**config.mk**
```make
export PLATFORM = sky130hd
export DESIGN_NAME = control_and_indirect_op_decode
export DESIGN_NICKNAME = d
export VERILOG_FILES = /design/src/hdl/decode_pkg.sv /design/src/hdl/control_and_indirect_op_decode.sv
export SDC_FILE = /design/constraint.sdc
export NUM_CORES = 1
export LEC_CHECK = 0
export ABC_AREA = 0
export BUFFER_PORTS_ARGS = -buffer_cell sky130_fd_sc_hd__buf_2
export CORE_ASPECT_RATIO = 1.2
export CORE_MARGIN = 4
export CORE_UTILIZATION = 60
export DETAILED_ROUTE_END_ITERATION = 6
export GPL_ROUTABILITY_DRIVEN = 0
export PLACE_DENSITY_LB_ADDON = 0.3
export SLEW_MARGIN = 25
export SYNTH_ARGS = -nofsm -noshare
export SYNTH_HDL_FRONTEND = slang
export SYNTH_SLANG_ARGS = --single-unit
```
**constraint.sdc**
```tcl
create_clock -name ref_clk -period 10.9 [get_ports ref_clk]
set_input_delay 1.635 -clock ref_clk [delete_from_list [all_inputs] [get_ports ref_clk]]
set_output_delay 1.635 -clock ref_clk [all_outputs]
set_load 0.01 [all_outputs]
```
**src/hdl/decode_pkg.sv**
```systemverilog
package decode_pkg;
  // ------------------------------------------------------------------
  // Register map, one aligned word each
  // ------------------------------------------------------------------
  localparam logic [7:0] A_INSTR = 8'h00;
  localparam logic [7:0] A_ACCUM = 8'h04;
  localparam logic [7:0] A_STATUS = 8'h08;
  localparam logic [7:0] A_PC = 8'h0C;
  localparam logic [7:0] A_PTR0 = 8'h10;
  localparam logic [7:0] A_PTR1 = 8'h14;
  localparam logic [7:0] A_OPTION = 8'h18;
  localparam logic [7:0] A_CYCLES = 8'h1C;
  localparam logic [7:0] A_DIR = 8'h20;
  localparam logic [7:0] A_MEM = 8'h40;
  localparam logic [7:0] A_TBL_MASK = 8'hE3;
  localparam int BUSY_BIT = 31;
  localparam logic [1:0] RESP_OKAY = 2'h0;
  localparam logic [1:0] RESP_SLVERR = 2'h2;
  // ------------------------------------------------------------------
  // Status bits and reset values
  // ------------------------------------------------------------------
  localparam int ST_C = 0;
  localparam int ST_DC = 1;
  localparam int ST_Z = 2;
  localparam int ST_PWR_DOWN = 3;
  localparam int ST_WDT_EXPIRED = 4;
  localparam logic [4:0] STATUS_RST = 5'h18;
  localparam logic [7:0] OPTION_RST = 8'hFF;
  localparam logic [7:0] DIR_RST = 8'hFF;
  localparam int PC_W = 15;
  localparam int NDIR = 8;
  localparam int NMEM = 8;
  localparam int NSTK = 4;
  localparam logic [6:0] WIN0 = 7'h00;
  localparam logic [6:0] WIN1 = 7'h01;
  localparam logic [1:0] CYC_ONE = 2'h1;
  localparam logic [1:0] CYC_TWO = 2'h2;
  // ------------------------------------------------------------------
  // Opcode masks and match values
  // ------------------------------------------------------------------
  localparam logic [13:0] M_ALL = 14'h3FFF;
  localparam logic [13:0] M_BYTE = 14'h3F00;
  localparam logic [13:0] M_JUMP = 14'h3800;
  localparam logic [13:0] M_REL = 14'h3E00;
  localparam logic [13:0] M_PTR = 14'h3F80;
  localparam logic [13:0] M_MOD = 14'h3FF8;
  localparam logic [13:0] OP_REL_LIT = 14'h3200;
  localparam logic [13:0] OP_REL_ACC = 14'h000B;
  localparam logic [13:0] OP_INVOKE = 14'h2000;
  localparam logic [13:0] OP_INVOKE_ACC = 14'h000A;
  localparam logic [13:0] OP_ABS_JUMP = 14'h2800;
  localparam logic [13:0] OP_SUB_EXIT = 14'h0008;
  localparam logic [13:0] OP_INT_EXIT = 14'h0009;
  localparam logic [13:0] OP_EXIT_LIT = 14'h3400;
  localparam logic [13:0] OP_KICK = 14'h0064;
  localparam logic [13:0] OP_OPTION = 14'h0062;
  localparam logic [13:0] OP_SW_RESET = 14'h0001;
  localparam logic [13:0] OP_STANDBY = 14'h0063;
  localparam logic [13:0] OP_DIR_LOAD = 14'h0060;
  localparam logic [13:0] OP_PTR_ADD = 14'h3100;
  localparam logic [13:0] OP_LOAD_MOD = 14'h0010;
  localparam logic [13:0] OP_STORE_MOD = 14'h0018;
  localparam logic [13:0] OP_LOAD_IDX = 14'h3F00;
  localparam logic [13:0] OP_STORE_IDX = 14'h3F80;
  localparam logic [13:0] OP_AND_LIT = 14'h3900;
  localparam logic [13:0] OP_ADD_LIT = 14'h3E00;
  localparam logic [13:0] OP_AND_FILE = 14'h0500;
  typedef enum logic [1:0] {S_IDLE, S_EXEC, S_STALL} exec_state_t;
endpackage

```
**src/hdl/control_and_indirect_op_decode.sv**
```systemverilog
// Design decisions made here: the AXI4-Lite slave port and the placing of the registers.
`timescale 1ns/1ps
// Summary of operation
// - PC change costs two cycles, except software reset
// - Window access with address MSB adds cycle
// - Relative jumps decoded, two cycles each
// - Invoke, invoke by accum, absolute jump: two
// - Exit with literal loads accum, pops, two
// - Plain and interrupt exits pop, two cycles
// - Watchdog kick clears timer, sets flags
// - Timer config load copies accum, one cycle
// - Software reset, one cycle
// - Standby entry, one cycle, updates flags
// - Direction load copies accum to selected register
// - Pointer add literal, one cycle, flags kept
// - Modified load via pointer, zero flag
// - Indexed load via pointer, zero flag
// - Modified store via pointer, flags kept
// - Indexed store via pointer, flags kept
// - Sign-extended six-bit literal added to pair
// - Pointer wraps modulo sixteen bits
// - AND literal into accum, zero flag only
// - Add literal, carry, digit carry, zero
// - AND file, destination bit picks target
module control_and_indirect_op_decode import decode_pkg::*; (
  input wire logic ref_clk, // core clock
  input wire logic rst_b, // async reset
  input wire logic [7:0] s_axi_awaddr, // write address
  input wire logic s_axi_awvalid, // write address valid
  output logic s_axi_awready, // write address ready
  input wire logic [31:0] s_axi_wdata, // write data
  input wire logic [3:0] s_axi_wstrb, // byte strobes
  input wire logic s_axi_wvalid, // write data valid
  output logic s_axi_wready, // write data ready
  output logic [1:0] s_axi_bresp, // write response
  output logic s_axi_bvalid, // write response valid
  input wire logic s_axi_bready, // write response ready
  input wire logic [7:0] s_axi_araddr, // read address
  input wire logic s_axi_arvalid, // read address valid
  output logic s_axi_arready, // read address ready
  output logic [31:0] s_axi_rdata, // read data
  output logic [1:0] s_axi_rresp, // read response
  output logic s_axi_rvalid, // read data valid
  input wire logic s_axi_rready, // read data ready
  output logic busy, // instruction in flight
  output logic wdt_clear, // watchdog clear pulse
  output logic standby_req, // standby entry pulse
  output logic soft_reset_req // software reset pulse
);
  // ------------------------------------------------------------------
  // State
  // ------------------------------------------------------------------
  exec_state_t state_q;
  logic [13:0] ir_q;
  logic [7:0] acc_q;
  logic [4:0] stat_q;
  logic [PC_W-1:0] pc_q;
  logic [15:0] ptr_q [2];
  logic [7:0] opt_q;
  logic [7:0] dir_q [NDIR];
  logic [7:0] mem_q [NMEM];
  logic [PC_W-1:0] stk_q [NSTK];
  logic [1:0] sp_q;
  logic [1:0] cyc_q;
  logic [1:0] left_q;
  logic [7:0] awaddr_q;
  logic [31:0] wdata_q;
  logic [3:0] wstrb_q;

  function automatic logic hit(input logic [13:0] op,
                               input logic [13:0] m,
                               input logic [13:0] v);
    hit = (op & m) == v;
  endfunction

  // ------------------------------------------------------------------
  // Decode and execute, one instruction cycle per clock
  // ------------------------------------------------------------------
  logic acc_we, z_we, cdc_we, mem_we, ptr_we, dir_we, opt_we;
  logic push, pop, kick, sleep, srst, win;
  logic n;
  logic [7:0] acc_d, res, opnd, mem_val;
  logic [2:0] mem_idx;
  logic [15:0] ptr_d, ea, step;
  logic [8:0] sum;
  logic [4:0] nib;
  logic [PC_W-1:0] pc_d, pc1;
  logic [1:0] cyc_d;

  always_comb begin
    acc_we = 1'b0;
    z_we = 1'b0;
    cdc_we = 1'b0;
    mem_we = 1'b0;
    ptr_we = 1'b0;
    dir_we = 1'b0;
    opt_we = 1'b0;
    push = 1'b0;
    pop = 1'b0;
    kick = 1'b0;
    sleep = 1'b0;
    srst = 1'b0;
    win = 1'b0;
    n = ir_q[6];
    acc_d = acc_q;
    res = acc_q;
    mem_val = acc_q;
    ptr_d = ptr_q[ir_q[6]];
    step = ir_q[0] ? 16'hFFFF : 16'h0001;
    ea = ptr_q[ir_q[6]];
    mem_idx = ir_q[2:0];
    sum = {1'b0, acc_q} + {1'b0, ir_q[7:0]};
    nib = {1'b0, acc_q[3:0]} + {1'b0, ir_q[3:0]};
    pc1 = pc_q + 15'h0001;
    pc_d = pc1;
    cyc_d = CYC_ONE;
    opnd = mem_q[ir_q[2:0]];
    if (hit(ir_q, M_REL, OP_REL_LIT)) begin
      pc_d = pc1 + {{6{ir_q[8]}}, ir_q[8:0]};
      cyc_d = CYC_TWO;
    end else if (hit(ir_q, M_ALL, OP_REL_ACC)) begin
      pc_d = pc1 + {7'h00, acc_q};
      cyc_d = CYC_TWO;
    end else if (hit(ir_q, M_JUMP, OP_INVOKE)) begin
      push = 1'b1;
      pc_d = {pc_q[PC_W-1:11], ir_q[10:0]};
      cyc_d = CYC_TWO;
    end else if (hit(ir_q, M_ALL, OP_INVOKE_ACC)) begin
      push = 1'b1;
      pc_d = {pc_q[PC_W-1:8], acc_q};
      cyc_d = CYC_TWO;
    end else if (hit(ir_q, M_JUMP, OP_ABS_JUMP)) begin
      pc_d = {pc_q[PC_W-1:11], ir_q[10:0]};
      cyc_d = CYC_TWO;
    end else if (hit(ir_q, M_BYTE, OP_EXIT_LIT)) begin
      pop = 1'b1;
      acc_we = 1'b1;
      acc_d = ir_q[7:0];
      pc_d = stk_q[sp_q - 2'h1];
      cyc_d = CYC_TWO;
    end else if (hit(ir_q, M_ALL, OP_SUB_EXIT) ||
                 hit(ir_q, M_ALL, OP_INT_EXIT)) begin
      pop = 1'b1;
      pc_d = stk_q[sp_q - 2'h1];
      cyc_d = CYC_TWO;
    end else if (hit(ir_q, M_ALL, OP_KICK)) begin
      kick = 1'b1;
    end else if (hit(ir_q, M_ALL, OP_OPTION)) begin
      opt_we = 1'b1;
    end else if (hit(ir_q, M_ALL, OP_SW_RESET)) begin
      srst = 1'b1;
      pc_d = '0;
    end else if (hit(ir_q, M_ALL, OP_STANDBY)) begin
      sleep = 1'b1;
    end else if (hit(ir_q, M_MOD, OP_DIR_LOAD)) begin
      dir_we = 1'b1;
    end else if (hit(ir_q, M_PTR, OP_PTR_ADD)) begin
      ptr_we = 1'b1;
      ptr_d = ptr_q[n] + {{10{ir_q[5]}}, ir_q[5:0]};
    end else if (hit(ir_q, M_MOD, OP_LOAD_MOD) ||
                 hit(ir_q, M_MOD, OP_STORE_MOD)) begin
      n = ir_q[2];
      ptr_we = 1'b1;
      ptr_d = ptr_q[n] + step;
      ea = ir_q[1] ? ptr_q[n] : ptr_d;
      mem_idx = ea[2:0];
      win = 1'b1;
      if (ir_q[3]) begin
        mem_we = 1'b1;
      end else begin
        acc_we = 1'b1;
        acc_d = mem_q[mem_idx];
        z_we = 1'b1;
      end
    end else if (hit(ir_q, M_PTR, OP_LOAD_IDX) ||
                 hit(ir_q, M_PTR, OP_STORE_IDX)) begin
      ea = ptr_q[n] + {{10{ir_q[5]}}, ir_q[5:0]};
      mem_idx = ea[2:0];
      win = 1'b1;
      if (ir_q[7]) begin
        mem_we = 1'b1;
      end else begin
        acc_we = 1'b1;
        acc_d = mem_q[mem_idx];
        z_we = 1'b1;
      end
    end else if (hit(ir_q, M_BYTE, OP_AND_LIT)) begin
      acc_we = 1'b1;
      acc_d = acc_q & ir_q[7:0];
      z_we = 1'b1;
    end else if (hit(ir_q, M_BYTE, OP_ADD_LIT)) begin
      acc_we = 1'b1;
      acc_d = sum[7:0];
      z_we = 1'b1;
      cdc_we = 1'b1;
    end else if (hit(ir_q, M_BYTE, OP_AND_FILE)) begin
      if (ir_q[6:0] == WIN0 || ir_q[6:0] == WIN1) begin
        n = ir_q[0];
        ea = ptr_q[n];
        mem_idx = ea[2:0];
        win = 1'b1;
      end
      opnd = mem_q[mem_idx];
      res = acc_q & opnd;
      mem_val = res;
      z_we = 1'b1;
      if (ir_q[7]) begin
        mem_we = 1'b1;
      end else begin
        acc_we = 1'b1;
        acc_d = res;
      end
    end
    if (win && ea[15]) begin
      cyc_d = cyc_d + CYC_ONE;
    end
  end

  // ------------------------------------------------------------------
  // Sequencing: first cycle executes, the rest run as no-operations
  // ------------------------------------------------------------------
  logic wr_fire, rd_fire, start;
  assign start = wr_fire && awaddr_q == A_INSTR && state_q == S_IDLE;

  always_ff @(posedge ref_clk or negedge rst_b) begin
    if (!rst_b) begin
      state_q <= S_IDLE;
      left_q <= '0;
      cyc_q <= '0;
      ir_q <= '0;
      busy <= 1'b0;
    end else begin
      case (state_q)
        S_IDLE: begin
          if (start) begin
            ir_q <= wdata_q[13:0];
            state_q <= S_EXEC;
            busy <= 1'b1;
          end
        end
        S_EXEC: begin
          cyc_q <= cyc_d;
          left_q <= cyc_d - CYC_ONE;
          if (cyc_d == CYC_ONE) begin
            state_q <= S_IDLE;
            busy <= 1'b0;
          end else begin
            state_q <= S_STALL;
          end
        end
        S_STALL: begin
          left_q <= left_q - CYC_ONE;
          if (left_q == CYC_ONE) begin
            state_q <= S_IDLE;
            busy <= 1'b0;
          end
        end
        default: state_q <= S_IDLE;
      endcase
    end
  end

  logic exec;
  assign exec = state_q == S_EXEC;

  // ------------------------------------------------------------------
  // Architectural registers
  // ------------------------------------------------------------------
  logic sw_we;
  assign sw_we = wr_fire && state_q == S_IDLE;

  always_ff @(posedge ref_clk or negedge rst_b) begin
    if (!rst_b) begin
      acc_q <= '0;
      stat_q <= STATUS_RST;
      pc_q <= '0;
      opt_q <= OPTION_RST;
      sp_q <= '0;
      wdt_clear <= 1'b0;
      standby_req <= 1'b0;
      soft_reset_req <= 1'b0;
    end else begin
      wdt_clear <= exec && kick;
      standby_req <= exec && sleep;
      soft_reset_req <= exec && srst;
      if (exec) begin
        pc_q <= pc_d;
        if (acc_we) acc_q <= acc_d;
        if (opt_we) opt_q <= acc_q;
        if (z_we) stat_q[ST_Z] <= acc_we ? acc_d == 8'h00 : res == 8'h00;
        if (cdc_we) begin
          stat_q[ST_C] <= sum[8];
          stat_q[ST_DC] <= nib[4];
        end
        if (kick) begin
          stat_q[ST_WDT_EXPIRED] <= 1'b1;
          stat_q[ST_PWR_DOWN] <= 1'b1;
        end
        if (sleep) begin
          stat_q[ST_WDT_EXPIRED] <= 1'b1;
          stat_q[ST_PWR_DOWN] <= 1'b0;
        end
        if (push) sp_q <= sp_q + 2'h1;
        if (pop) sp_q <= sp_q - 2'h1;
      end else if (sw_we && awaddr_q == A_ACCUM && wstrb_q[0]) begin
        acc_q <= wdata_q[7:0];
      end
    end
  end

  // Pointers: writable by software while idle, stepped by execution.
  always_ff @(posedge ref_clk or negedge rst_b) begin
    if (!rst_b) begin
      ptr_q[0] <= '0;
      ptr_q[1] <= '0;
    end else if (exec && ptr_we) begin
      ptr_q[n] <= ptr_d;
    end else if (sw_we && (awaddr_q == A_PTR0 || awaddr_q == A_PTR1)) begin
      if (wstrb_q[0]) ptr_q[awaddr_q[2]][7:0] <= wdata_q[7:0];
      if (wstrb_q[1]) ptr_q[awaddr_q[2]][15:8] <= wdata_q[15:8];
    end
  end

  // Return stack, data bytes and direction registers, one per entry.
  genvar g;
  generate
    for (g = 0; g < NSTK; g++) begin : g_stk
      always_ff @(posedge ref_clk or negedge rst_b) begin
        if (!rst_b) stk_q[g] <= '0;
        else if (exec && push && sp_q == g) stk_q[g] <= pc1;
      end
    end
    for (g = 0; g < NMEM; g++) begin : g_mem
      always_ff @(posedge ref_clk or negedge rst_b) begin
        if (!rst_b) begin
          mem_q[g] <= '0;
        end else if (exec && mem_we && mem_idx == g) begin
          mem_q[g] <= mem_val;
        end else if (sw_we && wstrb_q[0] &&
                     awaddr_q == A_MEM + 8'(4 * g)) begin
          mem_q[g] <= wdata_q[7:0];
        end
      end
    end
    for (g = 0; g < NDIR; g++) begin : g_dir
      always_ff @(posedge ref_clk or negedge rst_b) begin
        if (!rst_b) dir_q[g] <= DIR_RST;
        else if (exec && dir_we && ir_q[2:0] == g) dir_q[g] <= acc_q;
      end
    end
  endgenerate

  // ------------------------------------------------------------------
  // AXI4-Lite slave; address and data are taken in either order
  // ------------------------------------------------------------------
  assign wr_fire = !s_axi_awready && !s_axi_wready && !s_axi_bvalid;
  assign rd_fire = s_axi_arvalid && s_axi_arready;

  logic wr_ok;
  always_comb begin
    wr_ok = awaddr_q == A_INSTR || awaddr_q == A_ACCUM ||
            awaddr_q == A_PTR0 || awaddr_q == A_PTR1 ||
            (awaddr_q & A_TBL_MASK) == A_MEM;
  end

  always_ff @(posedge ref_clk or negedge rst_b) begin
    if (!rst_b) begin
      s_axi_awready <= 1'b1;
      s_axi_wready <= 1'b1;
      s_axi_bvalid <= 1'b0;
      s_axi_bresp <= RESP_OKAY;
      awaddr_q <= '0;
      wdata_q <= '0;
      wstrb_q <= '0;
    end else begin
      if (s_axi_awvalid && s_axi_awready) begin
        awaddr_q <= s_axi_awaddr;
        s_axi_awready <= 1'b0;
      end
      if (s_axi_wvalid && s_axi_wready) begin
        wdata_q <= s_axi_wdata;
        wstrb_q <= s_axi_wstrb;
        s_axi_wready <= 1'b0;
      end
      if (wr_fire) begin
        s_axi_bvalid <= 1'b1;
        s_axi_bresp <= (wr_ok && state_q == S_IDLE) ? RESP_OKAY : RESP_SLVERR;
      end
      if (s_axi_bvalid && s_axi_bready) begin
        s_axi_bvalid <= 1'b0;
        s_axi_awready <= 1'b1;
        s_axi_wready <= 1'b1;
      end
    end
  end

  logic [31:0] rd_d;
  logic rd_ok;
  always_comb begin
    rd_d = '0;
    rd_ok = 1'b1;
    if ((s_axi_araddr & A_TBL_MASK) == A_DIR) begin
      rd_d[7:0] = dir_q[s_axi_araddr[4:2]];
    end else if ((s_axi_araddr & A_TBL_MASK) == A_MEM) begin
      rd_d[7:0] = mem_q[s_axi_araddr[4:2]];
    end else begin
      case (s_axi_araddr)
        A_INSTR: rd_d = {busy, 17'h00000, ir_q};
        A_ACCUM: rd_d[7:0] = acc_q;
        A_STATUS: rd_d[4:0] = stat_q;
        A_PC: rd_d[PC_W-1:0] = pc_q;
        A_PTR0: rd_d[15:0] = ptr_q[0];
        A_PTR1: rd_d[15:0] = ptr_q[1];
        A_OPTION: rd_d[7:0] = opt_q;
        A_CYCLES: rd_d[1:0] = cyc_q;
        default: rd_ok = 1'b0;
      endcase
    end
  end

  always_ff @(posedge ref_clk or negedge rst_b) begin
    if (!rst_b) begin
      s_axi_arready <= 1'b1;
      s_axi_rvalid <= 1'b0;
      s_axi_rdata <= '0;
      s_axi_rresp <= RESP_OKAY;
    end else if (rd_fire) begin
      s_axi_arready <= 1'b0;
      s_axi_rvalid <= 1'b1;
      s_axi_rdata <= rd_d;
      s_axi_rresp <= rd_ok ? RESP_OKAY : RESP_SLVERR;
    end else if (s_axi_rvalid && s_axi_rready) begin
      s_axi_rvalid <= 1'b0;
      s_axi_arready <= 1'b1;
    end
  end
endmodule

```
==> metrics.txt, run 1 <==
top post-synthesis cells by count nand2_1, dfrtp_1, o21ai_0, mux2_2, a21oi_1; Hold Path Class flop to flop; Max H-tree Level 2; grt ovf 0; DRC 1; final hold vios 0; final period utilization 43.4%; CTS tree yes; clk slew on worst S/H paths 0.07 ns; Via density 7.11; Least-Margin Pin Slew 1.12 ns; Peak VDD IR 0.000150 V; Die Width 187 microns; global-route wire length before repair 116,000 microns; crit path cell chain nand2b_1 > nor2_1 > nand4_1 > nand2_1 > and3_1 > nand2b_1 > o21ai_2 > nand2_1 > o21ai_0 > o21ai_0; Critical Path Source Type flop; Critical Path End Type flop; clk_lat worst skew 0.53 ns; max incr delay on CP 0.76 ns; Pre-antenna DRT Iters 7; final instance area 0.0249 sq mm; WL met1 26,700 microns; fmax 211 MHz; ratio of cells with drive above 1 in the final layout 22.5%; DRT antenna net count 0; row count 78; Post-CTS Setup Repair Bufs 0; Max-Cap Viols 0; Worst EP required 11.28 ns; Synth area leaders dfrtp_1, mux2_2, dfstp_2; hold_buf cts 0; Final setup viols 0; Post-synth EDFFs 0; Arrival @ worst endpoint 5.11 ns; Cell Area, Placed 0.0235 sq mm; CP top delay family simple AND/OR/NAND/NOR gates; Relative slew margins 24.9%; vias post-DR 20,800; leading area contributor after synthesis dfrtp_1; failing checks DRC; wire per inst 25.5 microns; final WL 74,600 microns; Setup Skew 0.0179 ns; First DRT Iteration DRCs 2,642; outcome finished with violations; Final min period 4.73 ns; Ports 104; final net count 2,545; Crit Path Class flop to flop; Die Ht 223 microns; overall global routing resource usage 34.7%; Layout area overhead 7.51%; prevailing post-synth register cell dfrtp_1; worst hold path depth 0; met3 wire length 7470 microns; PortBufs 68; most common cell in the netlist nand2_1; Sink Count 331; Synth async-reset ratio 100%; post-synth cell types 93; Final Max Slew Viols 0; Register-to-Register Setup Slack 6.17 ns; CTS Buf Count 37; Die ar. 0.0418 sq mm; Leak Pwr 10.5 nW; core area 0.0380 sq mm; worst r2r path cells 10; met2 wire length 34,100 microns; syn avg cell area 9.42 sq um; CTS root buf clkbuf_16; #FFs+latches synth 331; Mapped Area 0.0231 sq mm; vias in the first global route 20,700; sum of negative setup slack 0 ns; Max clock buf depth 3; Crit-path slowest cell nand2_1; power density over the cells 244 mW/mm^2; unrepaired setup endpoints after global routing false; hpwl dp 51,600 microns; Levels on crit path 10; Synth top area share 27.6%; Max Used Layer met4; FILL cells 2,941; Synthesis Warnings 0; initial antenna violation count 1; post-synthesis sequential area ratio 36.2%; CP Buf/Inv Count 0; cts repair resizes 0; pin count of the biggest net entering global routing 108; Mapped Cells 2,457; Initial Utilization 60.9%; critical path fanouts, max 17
[logic make-up (layout without fill, tap and decap cells)]
group | count (synthesis) | count (layout) | share of synthesized area, %
buffers and inverters | 264 | 230 | 4.82
DFF | 331 | 331 | 36.2
other | 1 | 18 | 0.0162
xor gates and xnor gates | 76 | 76 | 2.91
and+or+nand+nor | 695 | 695 | 13.9
muxes | 314 | 314 | 18.7
AOI/OAI and AO/OA | 701 | 701 | 19.2
adders and majority gates | 75 | 75 | 4.22
[layout make-up]
cell class / count / area [sq um] / area share (%)
diodes: 1 / 2.50 / 0.0101
well taps: 480 / 601 / 2.41
flip-flops and latches: 331 / 8380 / 33.7
clock inverters: 15 / 181 / 0.729
multi-input cells: 1878 / 13800 / 55.4
repair buffers: 98 / 597 / 2.40
inverters: 65 / 244 / 0.981
clock buffers: 52 / 1080 / 4.36
[registers in the layout (all words and copies together) (netlist names), 2 cells and up]
signal,flops
wstrb_q,2
s_axi_rdata,17
stat_q,4
acc_q,8
ptr_q,32
mem_q,64
dir_q,64
sp_q,2
left_q,2
cyc_q,2
stk_q,60
pc_q,15
opt_q,8
state_q,2
wdata_q,16
awaddr_q,8
ir_q,14
[per-stage QoR]
stage	util, %	hold WS [ns]	std cells	power [mW]	setup WS, ns
floorplan	-	0.426	2473	3.79	6.45
global placement	62.0	0.356	2850	4.53	6.21
detailed placement	62.0	0.357	2850	4.64	6.15
CTS	65.3	0.366	2917	5.95	6.35
global route	65.5	0.368	2919	6.34	5.95
finish	65.5	0.364	2920	6.07	6.17
[per-layer routing]
layer  track usage, %  up-vias
li1                 -     8944
met1             42.5     9944
met2             55.6     1412
met3             7.00      472
met4             23.8        0
met5                0        -
[worst paths after layout]
| check | start | endpoint |
|---|---|---|
| setup reg to reg | ir_q[8] | ptr_q[15] |
| hold reg to reg | dir_q[40] | dir_q[40] |
| hold / removal | dir_q[40] | dir_q[40] |
| min in group asynchronous | rst_b | ptr_q[11] |
| max in group asynchronous | rst_b | s_axi_rdata[4] |
| setup / recovery | ir_q[8] | ptr_q[15] |
[power breakdown]
group | internal (mW) | leakage [nW] | switching [mW]
Clock | 0.771 | 0.620 | 0.527
Combinational | 1.11 | 5.67 | 1.79
Sequential | 1.44 | 4.21 | 0.436
[cells in the final DEF (no fill, tap or decap), drive strengths merged, types with 19 or more instances in the layout]
cell	Yosys	final
a211oi	27	27
a21o	22	22
a21oi	172	172
a22oi	41	41
buf	61	97
clkbuf	138	53
dfrtp	255	255
dfstp	76	76
ha	70	70
inv	65	68
mux2	195	195
mux2i	44	44
mux4	75	75
nand2	285	285
nand3	54	54
nor2	166	166
nor2b	19	19
nor3	51	51
o211ai	27	27
o21ai	225	225
o22ai	29	29
xnor2	47	47
xor2	29	29
No activity file was read; power rests on OpenSTA's default activity.
==> run 2, diff against run 1 <==
ABC_AREA = 1   (was 0)
CORE_UTILIZATION = 57   (was 60)
clock period = 4.06 ns   (was 10.9 ns; I/O delays follow)
==> run 2 against run 1 <==
Effect of this change:
- the flow still finishes with violations (DRC)
- sequential power grew 140%
- first-iteration DRC count grew 25%
- sequential share of layout area grew 0.13 points
- power grew 110%
- critical path type unchanged
- largest cell class unchanged
- largest power group unchanged
==> metrics.txt, run 2 <==
Least-Margin Pin Slew 1.08 ns; CTS Buf Count 38; Worst EP required 4.56 ns; Mapped Cells 3,084; Synth async-reset ratio 100%; final period utilization 92.2%; clk_lat worst skew 0.56 ns; Critical Path Source Type flop; PortBufs 68; critical path fanouts, max 6; most common cell in the netlist nand2_1; final net count 3,241; leading area contributor after synthesis dfrtp_1; Sink Count 331; Synthesis Warnings 0; CTS root buf clkbuf_16; final WL 78,700 microns; Relative slew margins 27.6%; hpwl dp 56,900 microns; DRT antenna net count 0; DRC 12; Max H-tree Level 2; Ports 104; antenna cells 0; fmax 267 MHz; Arrival @ worst endpoint 4.24 ns; vias in the first global route 22,700; clk slew on worst S/H paths 0.06 ns; Final Total Pwr 12.8 mW; Die Width 190 microns; commonest non-fill, non-tap cells in the layout nand2_1, o21ai_0, inv_1, dfrtp_1, nand3_1; core area 0.0389 sq mm; Max clock buf depth 3; pin count of the biggest net entering global routing 101; post-synthesis sequential area ratio 37.1%; vias post-DR 24,000; Post-synth EDFFs 0; Post-CTS Setup Repair Bufs 0; Final min period 3.74 ns; Crit Path Class flop to flop; sum of negative setup slack 0 ns; syn avg cell area 7.32 sq um; row count 79; final hold vios 0; unrepaired setup endpoints after global routing false; Clock power frac 28.0%; Hold Path Class primary input to asynchronous set/reset pin; Final setup viols 0; Comb pwr share 37.5%; Mapped Area 0.0226 sq mm; wire per inst 21.5 microns; cts repair resizes 0; Pre-antenna DRT Iters 7; Layout area overhead 9.73%; Critical Path End Type flop; switching share of power 42.5%; global-route wire length before repair 123,000 microns; final instance area 0.0248 sq mm; outcome finished with violations; FILL cells 3,409; top post-synthesis cells by count nand2_1, o21ai_0, inv_1, dfrtp_1, nand3_1; Final Max Slew Viols 0; failing checks DRC; hold_buf cts 0; Die Ht 226 microns; ratio of cells with drive above 1 in the final layout 12.1%; overall global routing resource usage 35.8%; Internal 7.36 mW; switching power 5.44 mW; top flop regs dir_q x64, mem_q x64, stk_q x60; First DRT Iteration DRCs 3,307; Initial Utilization 58.0%; post-synth cell types 74; initial antenna violation count 0; grt ovf 0; Leak Pwr 10.8 nW; Hold Slack 0.0952 ns; most common cell after layout, fill and taps aside nand2_1; Synth top area share 28.3%; Core Util, Final 63.6%; Via density 6.55; Synth area leaders dfrtp_1, nand2_1, dfstp_2; Peak VDD IR 0.000502 V; Flop pwr share 34.5%; CTS tree yes; #FFs+latches synth 331; Setup Skew 0.0189 ns; Die ar. 0.0429 sq mm; Max-Cap Viols 0; power density over the cells 517 mW/mm^2; prevailing post-synth register cell dfrtp_1; Cell Area, Placed 0.0235 sq mm
[run 2: changes by cell type after synthesis, sizes merged, moves of 33 or more]
cell	delta
a21oi	+37
inv	+250
mux2	-187
nand2	+392
nand3	+173
nor2	+61
xnor2	-33
o21ai	+156
mux2i	-44
mux4	-75
[run 2: worst max-delay path: stages, from the launching register on]
cell and delay [ns]:
dfrtp_1 0.41, inv_1 0.16, nor3_2 0.19, xor2_1 0.37
inv_1 0.15, ha_1 0.39, nand3_1 0.11, nand2_1 0.12
a21oi_1 0.10, o21bai_1 0.21, a21oi_1 0.12, o21ai_0 0.29
nand2_1 0.10, nor2_1 0.13, nand2_1 0.10, nor2_1 0.23
nand3_1 0.11, nand2_1 0.07, nand3_1 0.06, o211ai_1 0.11
o21ai_0 0.10, inv_1 0.06
[run 2: path summary, 6_finish.rpt]
path / startpoint / to / slack (ns) / cells after the start
setup / recovery: pc_q[0] / pc_q[14] / 0.32 / 21
hold / removal: rst_b / stk_q[55] / 0.1 / 1
setup reg to reg: pc_q[0] / pc_q[14] / 0.32 / 21
hold reg to reg: dir_q[44] / dir_q[44] / 0.37 / 0
max in group asynchronous: rst_b / mem_q[46] / 2.98 / 2
min in group ref_clk: s_axi_awvalid / s_axi_awready / 0.24 / 2
[run 2: cell type report]
class / count / area, sq um / area share, %
clock buffer: 48 / 1040 / 4.20
clock inverter: 19 / 236 / 0.955
inverter: 323 / 1210 / 4.90
sequential: 331 / 8380 / 33.8
timing repair buffer: 144 / 958 / 3.87
multi-input combinational: 2269 / 12300 / 49.6
tap: 526 / 658 / 2.66
[run 2: kinds of logic after synthesis]
family	share of synthesized area, %
buf+inv	8.81
fa+ha+maj	4.32
flops	37.1
mux	0.399
compound gates	24.6
other cells	0.0166
xor+xnor	1.66
simple gates	23.1
[run 2: layer usage]
metal	share of wire [%]	GRT usage [%]	wire, microns
met5	0	0	0
met3	12	9.25	9660
met2	44	55.1	34400
met1	36	44.9	28500
met4	7.7	22.9	6070
[run 2: power groups by stage]
stage / Sequential, mW / Combinational, mW / Clock [mW]
final: 4.41 / 4.80 / 3.58
after global routing: 4.44 / 5.23 / 3.74
after global placement: 4.38 / 4.41 / 0
after CTS: 4.36 / 4.61 / 3.59
after detailed placement: 4.41 / 4.57 / 0
after floorplan: 4.18 / 3.23 / 0
[run 2: stage by stage]
| step | std cells | worst slack [ns] |
|---|---|---|
| 3_5_place_dp | 3593 | 0.397 |
| 5_1_grt | 3660 | 0.00265 |
| 3_3_place_gp | 3593 | 0.508 |
| 2_1_floorplan | 3100 | 0.527 |
| 4_1_cts | 3660 | 0.377 |
| 6_report | 3660 | 0.316 |
